===== src/logic/tsc_pkg.sv =====
// Shared constants for the channel status and channel 1 compensation block.
// Assumes a 25 MHz system clock and a two-wire management bus as the only register path.
// ----------------------------------------------------------------------------
// Behaviour
// - Set overtemp status bit 3 when channel 4 reading exceeds its limit.
// - Set overtemp status bit 0 when channel 1 reading exceeds its limit.
// - Fault status bits 4..1 flag open or supply-tied diodes, channels 4..1.
// - Fault status bits 6 and 5 read 0 after reset, 1 once the first channel has been handled.
// - Configuration-one bit 3 enables channel 1 series-resistance cancellation.
// - Cancellation lengthens the channel 1 conversion by 125 ms.
// - Beta compensation starts enabled; clearing configuration-one bit 2 disables it.
// - Cancellation covers series resistance from 0 to 100 ohms.
// - Configuration-one bits 3 and 2 reset to 1.
// - Channels flagged as faulty are skipped by the measurement sequence.
// - Overtemp mask bits keep channels 4 and 1 off the overtemp output.
// ----------------------------------------------------------------------------
package tsc_pkg;

  // ----------------------------------------------------------------------------
  // Timing
  // ----------------------------------------------------------------------------
  localparam int unsigned CLK_HZ = 25_000_000;
  localparam int unsigned CONV_TIME_MS = 100;
  localparam int unsigned RC_EXTRA_MS = 125;
  localparam int unsigned CONV_CYCLES = CONV_TIME_MS * (CLK_HZ / 1000);
  localparam int unsigned RC_EXTRA_CYCLES = RC_EXTRA_MS * (CLK_HZ / 1000);
  localparam int unsigned CNT_W = 24;
  localparam int unsigned NCH = 4;

  // ----------------------------------------------------------------------------
  // Bus address and register offsets
  // ----------------------------------------------------------------------------
  localparam logic [6:0] SMB_ADDR = 7'h4D;
  localparam logic [7:0] REG_LIMIT1 = 8'h11;
  localparam logic [7:0] REG_LIMIT4 = 8'h14;
  localparam logic [7:0] REG_CONFIG1 = 8'h41;
  localparam logic [7:0] REG_CONFIG3 = 8'h42;
  localparam logic [7:0] REG_OT_STATUS = 8'h45;
  localparam logic [7:0] REG_FAULT_STATUS = 8'h46;

  // ----------------------------------------------------------------------------
  // Fields and reset values
  // ----------------------------------------------------------------------------
  localparam int unsigned CFG1_RC_BIT = 3;
  localparam int unsigned CFG1_BETA_BIT = 2;
  localparam int unsigned CFG3_MASK4_BIT = 3;
  localparam int unsigned CFG3_MASK1_BIT = 0;
  localparam int unsigned OT_CH4_BIT = 3;
  localparam int unsigned OT_CH1_BIT = 0;
  localparam int unsigned FAULT_LSB = 1;
  localparam int unsigned UNUSED_LO_BIT = 5;
  localparam int unsigned UNUSED_HI_BIT = 6;
  localparam logic [7:0] CFG1_RESET = 8'h0C;
  localparam logic [7:0] CFG1_WMASK = 8'h0C;
  localparam logic [7:0] CFG3_RESET = 8'h00;
  localparam logic [7:0] CFG3_WMASK = 8'h09;
  localparam logic [7:0] LIMIT_RESET = 8'h7F;
  localparam logic [6:0] RSER_MAX_OHM = 7'h64;

endpackage


===== src/logic/tsc_conv_seq.sv =====
// Round-robin conversion sequencer for the four remote channels.
// Assumes fault inputs are already synchronised to i_clock.
`timescale 1ns/10ps
module tsc_conv_seq #(
  parameter int unsigned P_CONV_CYCLES = tsc_pkg::CONV_CYCLES,
  parameter int unsigned P_RC_EXTRA_CYCLES = tsc_pkg::RC_EXTRA_CYCLES
) (
  input wire logic i_clock,
  input wire logic i_sys_rst,
  input wire logic [3:0] i_fault,
  input wire logic i_rc_en,
  output logic o_conv_active,
  output logic [1:0] o_conv_ch,
  output logic o_done,
  output logic [1:0] o_done_ch,
  output logic o_done_fault
);

  typedef enum logic {SEQ_CHECK, SEQ_CONV} tsc_seq_e;

  tsc_seq_e state_q;
  logic [1:0] ch_q;
  logic [tsc_pkg::CNT_W-1:0] cnt_q;
  logic done_q;
  logic [1:0] done_ch_q;
  logic fault_q;

  // Length is fixed at the start; a later config change applies to the next pass
  function automatic logic [tsc_pkg::CNT_W-1:0] conv_len(input logic [1:0] ch, input logic rc);
    logic [tsc_pkg::CNT_W-1:0] len;
    len = tsc_pkg::CNT_W'(P_CONV_CYCLES);
    if (ch == 2'h0 && rc) begin
      len = tsc_pkg::CNT_W'(P_CONV_CYCLES + P_RC_EXTRA_CYCLES);
    end
    return len;
  endfunction

  // ----------------------------------------------------------------------------
  // Sequencer
  // ----------------------------------------------------------------------------
  always_ff @(posedge i_clock) begin
    if (i_sys_rst) begin
      state_q <= SEQ_CHECK;
      ch_q <= 2'h0;
      cnt_q <= '0;
      done_q <= 1'b0;
      done_ch_q <= 2'h0;
      fault_q <= 1'b0;
    end else begin
      done_q <= 1'b0;
      case (state_q)
        SEQ_CHECK: begin
          if (i_fault[ch_q]) begin
            done_q <= 1'b1;
            fault_q <= 1'b1;
            done_ch_q <= ch_q;
            ch_q <= ch_q + 2'h1;
          end else begin
            cnt_q <= conv_len(ch_q, i_rc_en);
            state_q <= SEQ_CONV;
          end
        end
        SEQ_CONV: begin
          if (cnt_q <= tsc_pkg::CNT_W'(1)) begin
            done_q <= 1'b1;
            fault_q <= 1'b0;
            done_ch_q <= ch_q;
            ch_q <= ch_q + 2'h1;
            state_q <= SEQ_CHECK;
          end else begin
            cnt_q <= cnt_q - tsc_pkg::CNT_W'(1);
          end
        end
        default: state_q <= SEQ_CHECK;
      endcase
    end
  end

  assign o_conv_active = (state_q == SEQ_CONV);
  assign o_conv_ch = ch_q;
  assign o_done = done_q;
  assign o_done_ch = done_ch_q;
  assign o_done_fault = fault_q;

endmodule


===== src/logic/tsc_status_comp.sv =====
// Two-wire register slave, channel status flags, overtemp output and channel 1 compensation controls.
// Assumes bus and diode fault pins are asynchronous; ADC readings arrive in the i_clock domain.
`timescale 1ns/10ps
module tsc_status_comp #(
  parameter int unsigned P_CONV_CYCLES = tsc_pkg::CONV_CYCLES,
  parameter int unsigned P_RC_EXTRA_CYCLES = tsc_pkg::RC_EXTRA_CYCLES
) (
  input wire logic i_clock,
  input wire logic i_sys_rst,
  input wire logic i_smb_clk,
  input wire logic i_smb_data,
  output logic o_smb_data,
  output logic o_smb_data_oe,
  input wire logic [3:0] i_ch_fault_raw,
  input wire logic [7:0] i_ch1_temp,
  input wire logic [7:0] i_ch4_temp,
  input wire logic [6:0] i_ch1_rser_est,
  output logic o_conv_active,
  output logic [1:0] o_conv_ch,
  output logic o_ch1_rc_en,
  output logic o_ch1_beta_en,
  output logic [6:0] o_ch1_rser_cancel,
  output logic o_overtemp_output,
  output logic o_overtemp_output_oe
);

  typedef enum logic [3:0] {
    SMB_IDLE, SMB_ADDR, SMB_AACK, SMB_CMD, SMB_CACK, SMB_WDATA, SMB_WACK, SMB_RDATA, SMB_RACK
  } tsc_smb_e;

  // ----------------------------------------------------------------------------
  // Pin synchronisers
  // ----------------------------------------------------------------------------
  logic scl_s1, scl_s2, scl_s3;
  logic sda_s1, sda_s2, sda_s3;
  logic [3:0] fault_s1, fault_s2;

  always_ff @(posedge i_clock) begin
    if (i_sys_rst) begin
      scl_s1 <= 1'b1;
      scl_s2 <= 1'b1;
      scl_s3 <= 1'b1;
      sda_s1 <= 1'b1;
      sda_s2 <= 1'b1;
      sda_s3 <= 1'b1;
    end else begin
      scl_s1 <= i_smb_clk;
      scl_s2 <= scl_s1;
      scl_s3 <= scl_s2;
      sda_s1 <= i_smb_data;
      sda_s2 <= sda_s1;
      sda_s3 <= sda_s2;
    end
  end

  always_ff @(posedge i_clock) begin
    if (i_sys_rst) begin
      fault_s1 <= 4'h0;
      fault_s2 <= 4'h0;
    end else begin
      fault_s1 <= i_ch_fault_raw;
      fault_s2 <= fault_s1;
    end
  end

  logic bus_start, bus_stop, scl_rise, scl_fall;
  assign bus_start = scl_s2 && scl_s3 && sda_s3 && !sda_s2;
  assign bus_stop = scl_s2 && scl_s3 && !sda_s3 && sda_s2;
  assign scl_rise = scl_s2 && !scl_s3;
  assign scl_fall = !scl_s2 && scl_s3;

  // ----------------------------------------------------------------------------
  // Registers
  // ----------------------------------------------------------------------------
  logic [7:0] cfg1_q, cfg3_q, limit1_q, limit4_q;
  logic [7:0] ot_status_q, fault_status_q;
  logic [7:0] ptr_q, wr_data_q;
  logic wr_stb_q;

  function automatic logic [7:0] reg_read(input logic [7:0] addr, input logic [7:0] c1, input logic [7:0] c3,
                                          input logic [7:0] l1, input logic [7:0] l4, input logic [7:0] ot,
                                          input logic [7:0] ft);
    logic [7:0] v;
    v = 8'h00;
    case (addr)
      tsc_pkg::REG_CONFIG1: v = c1;
      tsc_pkg::REG_CONFIG3: v = c3;
      tsc_pkg::REG_LIMIT1: v = l1;
      tsc_pkg::REG_LIMIT4: v = l4;
      tsc_pkg::REG_OT_STATUS: v = ot;
      tsc_pkg::REG_FAULT_STATUS: v = ft;
      default: v = 8'h00;
    endcase
    return v;
  endfunction

  // Only implemented configuration bits are stored; the rest read back as zero
  always_ff @(posedge i_clock) begin
    if (i_sys_rst) begin
      cfg1_q <= tsc_pkg::CFG1_RESET;
      cfg3_q <= tsc_pkg::CFG3_RESET;
      limit1_q <= tsc_pkg::LIMIT_RESET;
      limit4_q <= tsc_pkg::LIMIT_RESET;
    end else if (wr_stb_q) begin
      case (ptr_q)
        tsc_pkg::REG_CONFIG1: cfg1_q <= wr_data_q & tsc_pkg::CFG1_WMASK;
        tsc_pkg::REG_CONFIG3: cfg3_q <= wr_data_q & tsc_pkg::CFG3_WMASK;
        tsc_pkg::REG_LIMIT1: limit1_q <= wr_data_q;
        tsc_pkg::REG_LIMIT4: limit4_q <= wr_data_q;
        default: ;
      endcase
    end
  end

  // ----------------------------------------------------------------------------
  // Bus slave: write byte, send byte, read byte, receive byte
  // ----------------------------------------------------------------------------
  tsc_smb_e smb_q;
  logic [3:0] bit_cnt_q;
  logic [7:0] shift_q, rd_q, rd_now;
  logic rw_q, sda_oe_q;

  assign rd_now = reg_read(ptr_q, cfg1_q, cfg3_q, limit1_q, limit4_q, ot_status_q, fault_status_q);

  always_ff @(posedge i_clock) begin
    if (i_sys_rst) begin
      smb_q <= SMB_IDLE;
      bit_cnt_q <= 4'h0;
      shift_q <= 8'h00;
      rd_q <= 8'h00;
      ptr_q <= 8'h00;
      wr_data_q <= 8'h00;
      wr_stb_q <= 1'b0;
      rw_q <= 1'b0;
      sda_oe_q <= 1'b0;
    end else begin
      wr_stb_q <= 1'b0;
      if (bus_start) begin
        smb_q <= SMB_ADDR;
        bit_cnt_q <= 4'h0;
        sda_oe_q <= 1'b0;
      end else if (bus_stop) begin
        smb_q <= SMB_IDLE;
        sda_oe_q <= 1'b0;
      end else if (scl_rise) begin
        case (smb_q)
          SMB_ADDR, SMB_CMD, SMB_WDATA: begin
            shift_q <= {shift_q[6:0], sda_s2};
            bit_cnt_q <= bit_cnt_q + 4'h1;
          end
          SMB_RDATA: bit_cnt_q <= bit_cnt_q + 4'h1;
          SMB_RACK: begin
            bit_cnt_q <= 4'h0;
            if (sda_s2) begin
              smb_q <= SMB_IDLE;
            end else begin
              rd_q <= rd_now;
              smb_q <= SMB_RDATA;
            end
          end
          default: ;
        endcase
      end else if (scl_fall) begin
        case (smb_q)
          SMB_ADDR: begin
            if (bit_cnt_q == 4'h8) begin
              if (shift_q[7:1] == tsc_pkg::SMB_ADDR) begin
                rw_q <= shift_q[0];
                sda_oe_q <= 1'b1;
                smb_q <= SMB_AACK;
              end else begin
                smb_q <= SMB_IDLE;
              end
            end
          end
          SMB_AACK: begin
            bit_cnt_q <= 4'h0;
            if (rw_q) begin
              rd_q <= rd_now;
              sda_oe_q <= ~rd_now[7];
              smb_q <= SMB_RDATA;
            end else begin
              sda_oe_q <= 1'b0;
              smb_q <= SMB_CMD;
            end
          end
          SMB_CMD: begin
            if (bit_cnt_q == 4'h8) begin
              ptr_q <= shift_q;
              sda_oe_q <= 1'b1;
              smb_q <= SMB_CACK;
            end
          end
          SMB_WDATA: begin
            if (bit_cnt_q == 4'h8) begin
              wr_data_q <= shift_q;
              wr_stb_q <= 1'b1;
              sda_oe_q <= 1'b1;
              smb_q <= SMB_WACK;
            end
          end
          SMB_CACK, SMB_WACK: begin
            sda_oe_q <= 1'b0;
            bit_cnt_q <= 4'h0;
            smb_q <= SMB_WDATA;
          end
          SMB_RDATA: begin
            if (bit_cnt_q == 4'h8) begin
              sda_oe_q <= 1'b0;
              smb_q <= SMB_RACK;
            end else begin
              sda_oe_q <= ~rd_q[3'(4'h7 - bit_cnt_q)];
            end
          end
          default: ;
        endcase
      end
    end
  end

  assign o_smb_data = 1'b0;
  assign o_smb_data_oe = sda_oe_q;

  // ----------------------------------------------------------------------------
  // Conversion sequencing and status flags
  // ----------------------------------------------------------------------------
  logic seq_done, seq_fault;
  logic [1:0] seq_ch;
  logic seen_conv_q;

  tsc_conv_seq #(
    .P_CONV_CYCLES(P_CONV_CYCLES),
    .P_RC_EXTRA_CYCLES(P_RC_EXTRA_CYCLES)
  ) u_seq (
    .i_clock(i_clock),
    .i_sys_rst(i_sys_rst),
    .i_fault(fault_s2),
    .i_rc_en(cfg1_q[tsc_pkg::CFG1_RC_BIT]),
    .o_conv_active(o_conv_active),
    .o_conv_ch(o_conv_ch),
    .o_done(seq_done),
    .o_done_ch(seq_ch),
    .o_done_fault(seq_fault)
  );

  // Readings are two's complement; a faulted channel cannot flag overtemp
  always_ff @(posedge i_clock) begin
    if (i_sys_rst) begin
      ot_status_q <= 8'h00;
      fault_status_q <= 8'h00;
      seen_conv_q <= 1'b0;
    end else begin
      fault_status_q[tsc_pkg::UNUSED_HI_BIT] <= seen_conv_q;
      fault_status_q[tsc_pkg::UNUSED_LO_BIT] <= seen_conv_q;
      fault_status_q[7] <= 1'b0;
      fault_status_q[0] <= 1'b0;
      ot_status_q[7:4] <= 4'h0;
      ot_status_q[2:1] <= 2'h0;
      if (seq_done) begin
        seen_conv_q <= 1'b1;
        fault_status_q[tsc_pkg::FAULT_LSB + 32'(seq_ch)] <= seq_fault;
        if (seq_ch == 2'h0) begin
          ot_status_q[tsc_pkg::OT_CH1_BIT] <= !seq_fault && ($signed(i_ch1_temp) > $signed(limit1_q));
        end
        if (seq_ch == 2'h3) begin
          ot_status_q[tsc_pkg::OT_CH4_BIT] <= !seq_fault && ($signed(i_ch4_temp) > $signed(limit4_q));
        end
      end
    end
  end

  // ----------------------------------------------------------------------------
  // Outputs and channel 1 compensation
  // ----------------------------------------------------------------------------
  logic ot_drive_q, rc_en_q, beta_en_q;
  logic [6:0] rser_q;

  always_ff @(posedge i_clock) begin
    if (i_sys_rst) begin
      ot_drive_q <= 1'b0;
      rc_en_q <= 1'b0;
      beta_en_q <= 1'b0;
      rser_q <= 7'h00;
    end else begin
      ot_drive_q <= (ot_status_q[tsc_pkg::OT_CH1_BIT] && !cfg3_q[tsc_pkg::CFG3_MASK1_BIT]) ||
                    (ot_status_q[tsc_pkg::OT_CH4_BIT] && !cfg3_q[tsc_pkg::CFG3_MASK4_BIT]);
      rc_en_q <= cfg1_q[tsc_pkg::CFG1_RC_BIT];
      beta_en_q <= cfg1_q[tsc_pkg::CFG1_BETA_BIT];
      // Estimates past the range saturate rather than wrap
      if (!cfg1_q[tsc_pkg::CFG1_RC_BIT]) begin
        rser_q <= 7'h00;
      end else if (i_ch1_rser_est > tsc_pkg::RSER_MAX_OHM) begin
        rser_q <= tsc_pkg::RSER_MAX_OHM;
      end else begin
        rser_q <= i_ch1_rser_est;
      end
    end
  end

  assign o_overtemp_output = 1'b0;
  assign o_overtemp_output_oe = ot_drive_q;
  assign o_ch1_rc_en = rc_en_q;
  assign o_ch1_beta_en = beta_en_q;
  assign o_ch1_rser_cancel = rser_q;

endmodule


===== config.mk =====
export PLATFORM = sky130hd
export DESIGN_NAME = tsc_status_comp
export DESIGN_NICKNAME = d
export VERILOG_FILES = /design/src/logic/tsc_pkg.sv /design/src/logic/tsc_conv_seq.sv /design/src/logic/tsc_status_comp.sv
export SDC_FILE = /design/constraint.sdc
export NUM_CORES = 1
export LEC_CHECK = 0
export BUFFER_PORTS_ARGS = -buffer_cell sky130_fd_sc_hd__buf_4
export CORE_MARGIN = 1
export CORE_UTILIZATION = 40
export DETAILED_ROUTE_END_ITERATION = 6
export GPL_TIMING_DRIVEN = 0
export PLACE_DENSITY = 0.67
export SLEW_MARGIN = 5
export SYNTH_ARGS = -nofsm -noshare
export SYNTH_HDL_FRONTEND = slang
export SYNTH_HIERARCHICAL = 1
export SYNTH_SLANG_ARGS = --single-unit
export TNS_END_PERCENT = 100

===== constraint.sdc =====
create_clock -name i_clock -period 4.5 [get_ports i_clock]
set_input_delay 0.675 -clock i_clock [delete_from_list [all_inputs] [get_ports i_clock]]
set_output_delay 0.675 -clock i_clock [all_outputs]
set_load 0.005 [all_outputs]

==> flow_summary_export.csv <==
group,metric,value,unit
status,status,"complete, no violations",
timing,fin_crit_sh,55.0,%
synthesis,yosys.area_share.simple,23.3,%
synthesis,synthCells,720,
min_path,hold_path_class,"register to register",
cts,cts.path.max_buffers,2,
final_layout,seqCellArea,2580,um^2
worst_setup_path,path_class,"register to register",
cts,cts_setup_buffers,0,
drt,ant_nets,0,
timing,finalMaxSlewViolations,0,
final_layout,n_antenna_cell,0,
global_route,grt_usage,20.0,%
cts,cts_resized,0,
placed_design,port_buffers,44,
final_layout,drive_gt1_share,15.6,%
drt,dr.pass1.iters,5,
min_path,hold_depth,1,
global_route,use_met3,4.59,%
worst_setup_path,max_stage_delay,0.57,ns
worst_setup_path,crit_slowest_cell,"or4_4",
power_and_ir_drop,combPwrFrac,8.3,%
global_route,grt_pass1_wl,25300,um
power_and_ir_drop,p_int,2.09,mW
final_layout,nFillCells,1497,
cts,worstSkewPairLatency,0.43,ns
synthesis,ys_warn_count,6,
power_and_ir_drop,p_sw_share,24.4,%
placed_design,placed_cell_area,6940,um^2
floorplan,rows,45,
drt,viasPerCell,5.38,
cts,clockRootBuffer,"clkbuf_16",
floorplan,fp.dieArea,16400,um^2
timing,slew_headroom,53.5,%
synthesis,synth_compound_area_share,17.6,%
drt,finalWirelength,15300,um
global_route,use_met2,30.4,%
timing,finalSetupViolations,0,
cts,cts_max_level,4,
worst_setup_path,crit_chain,"or3_1, buf_2, or4_4, o31ai_4, buf_4, nor3_1, a32o_1",
timing,rsz0062_at_grt,"false",
synthesis,synth_top_family_by_area,"simple AND/OR/NAND/NOR gates",
drt,drt-initial-drc-count,375,
worst_setup_path,r2r_slack,2.03,ns
power_and_ir_drop,peakVddDrop,0.000295,V
worst_setup_path,arrival,2.80,ns
synthesis,yosys-top-cells-count,"129 x dfxtp_1, 70 x nand2_1, 54 x nor2_1",
worst_setup_path,rr_endpoint,"u_seq/cnt_q[12]$_SDFFE_PP0P_",
drt,routedWlPerCell,15.2,um
power_and_ir_drop,seqPwrFrac,43.7,%
cts,cts.clk_slew.worst_paths,0.06,ns
power_and_ir_drop,power.switching,673,uW
power_and_ir_drop,clock_power_share,48.0,%
synthesis,synth-seq-cells,129,
min_path,worstHoldStart,"scl_s1$_SDFF_PP1_",
synthesis,synth_edf_count,0,
worst_setup_path,cp_max_fo,10,
drt,vias,5420,
global_route,grt.overflow.total,0,
power_and_ir_drop,pwr_density_cell,367,nW/um^2
synthesis,yosys_most_used_dff,"dfxtp_1",
worst_setup_path,crit_path_end_kind,"register",
synthesis,netlist_area,6340,um^2
floorplan,die_w,128,um
global_route,antenna_found_initial,0,
timing,finalHoldViolCount,0,
worst_setup_path,required,4.82,ns
floorplan,core,15300,um^2
cts,cts.sinks,129,
synthesis,synth_cell_types,79,
synthesis,synthAdderAreaFrac,5.52,%
synthesis,yosysMostFrequentCell,"dfxtp_1",
synthesis,asyncSetResetFlopFracSynth,0,%
final_layout,nNetsFinal,843,
cts,hold_buffers,0,
placed_design,post-dp-hpwl,11100,um
synthesis,post-synth-top-area-cell,"dfxtp_1",
floorplan,ioPinCount,47,
floorplan,die_h,128,um
synthesis,synth-xor-area-share,0.138,%
timing,min_period,2.47,ns
timing,fmax,404,MHz
run,maxCapViolations,0,
worst_setup_path,rr_startpoint,"u_seq/cnt_q[10]$_SDFFE_PP0P_",
synthesis,post-synth-top-area-fraction,40.7,%
global_route,grt_pass1_vias,4893,
cts,cts_tree,"built",
timing,tightest_slew,0.697,ns
final_layout,multi_input_area,3390,um^2
power_and_ir_drop,p_leak,2.99,nW
synthesis,ys_seq_area_share,40.7,%
final_layout,area_delta_synth_final,18.4,%
synthesis,synthMuxAreaShare,6.77,%
global_route,grt_max_degree,17,
placed_design,gp_congestion,0.884,
worst_setup_path,r2r_cells,7,
drt,drc,0,
timing,fin_tns_setup,0,ns
worst_setup_path,start_kind,"register",
synthesis,synth_area_per_cell,8.81,um^2
global_route,met1_usage,27.3,%
min_path,holdPathEnd,"scl_s2$_SDFF_PP1_",
final_layout,stdcell_area,7510,um^2
floorplan,start_util,41.4,%
cts,numCtsBuffers,17,
synthesis,synth_area_leaders,"dfxtp_1 41%, ha_1 5.5%, mux2i_1 5.5%",
timing,skew,0.0134,ns
global_route,top_usage_layer,"met2",
==> worst max-delay path, delay by kind of cell (launching register included) <==
kind	cells	cell delay (ns)
AOI/OAI and AO/OA	2	0.56
buffers and inverters	2	0.40
DFF	1	0.35
and+or+nand+nor	3	1.06
==> layer usage <==
metal  vias up  wire [um]
li1       2732          -
met1      2512       7340
met2       153       6880
met3        23        803
met4         0        267
met5         -          0
==> registers in the layout, summed over array words and instances (netlist names), 7 cells and up <==
signal and flops:
fault_status_q 8, u_seq/cnt_q 24, rd_q 8, limit1_q 8, shift_q 8, o_ch1_rser_cancel 7, wr_data_q 8, limit4_q 8
ptr_q 8
==> through the flow <==
step / setup slack [ns] / instances / hold WS [ns] / total power, mW / util [%]
after CTS: 2.02 / 1007 / 0.412 / 2.78 / 49.0
after floorplan: 2.27 / 721 / 0.389 / 1.38 / -
after detailed placement: 2.04 / 976 / 0.398 / 1.46 / 45.3
after global routing: 1.90 / 1007 / 0.416 / 2.87 / 49.0
final: 2.03 / 1007 / 0.408 / 2.76 / 49.0
after global placement: 2.04 / 976 / 0.393 / 1.45 / 45.3
==> final cells by class <==
class,instances,area share (%)
tap,211,3.52
timing repair buffer,44,4.40
clock buffer,18,5.72
multi-input combinational,510,45.1
buffer,39,2.83
sequential,129,34.4
clock inverter,13,1.87
inverter,43,2.15
==> power by group through the flow <==
stage          registers (mW)  logic, mW  clock network, mW
2_1_floorplan            1.22      0.153                  0
3_3_place_gp             1.23      0.224                  0
3_5_place_dp             1.23      0.226                  0
4_1_cts                  1.20      0.228               1.35
5_1_grt                  1.21      0.256               1.40
6_report                 1.21      0.228               1.32
==> how the worst max path moves through the flow <==
stage	startpoint	to	slack (ns)	cells after the start
finish	u_seq/cnt_q[10]$_SDFFE_PP0P_	u_seq/cnt_q[12]$_SDFFE_PP0P_	2.03	7
global route	u_seq/o_conv_active$_SDFF_PP0_	u_seq/cnt_q[3]$_SDFFE_PP0P_	1.90	7
CTS	u_seq/cnt_q[10]$_SDFFE_PP0P_	u_seq/cnt_q[12]$_SDFFE_PP0P_	2.02	7
detailed placement	u_seq/cnt_q[10]$_SDFFE_PP0P_	u_seq/cnt_q[12]$_SDFFE_PP0P_	2.04	7
global placement	u_seq/cnt_q[10]$_SDFFE_PP0P_	u_seq/cnt_q[12]$_SDFFE_PP0P_	2.04	7
floorplan	u_seq/cnt_q[10]$_SDFFE_PP0P_	u_seq/cnt_q[12]$_SDFFE_PP0P_	2.27	7
==> cell families after synthesis <==
logic type	count (synthesis)
other	1
adder cells (fa/ha/maj)	28
buffers and inverters	82
AND/OR/NAND/NOR	278
AO/OA/AOI/OAI	162
multiplexers	39
XOR/XNOR	1
flip-flops	129
==> placed cells by master, fill, tap and decap left out, types with 20 or more instances in the layout <==
master / n
nor2_1: 54
mux2i_1: 35
o21ai_0: 29
inv_1: 41
nand2_1: 70
dfxtp_1: 129
ha_1: 28
nor2b_1: 20
a21oi_1: 44
nand3_1: 35
buf_4: 51
Note: power is estimated with default switching activity, not from simulation.
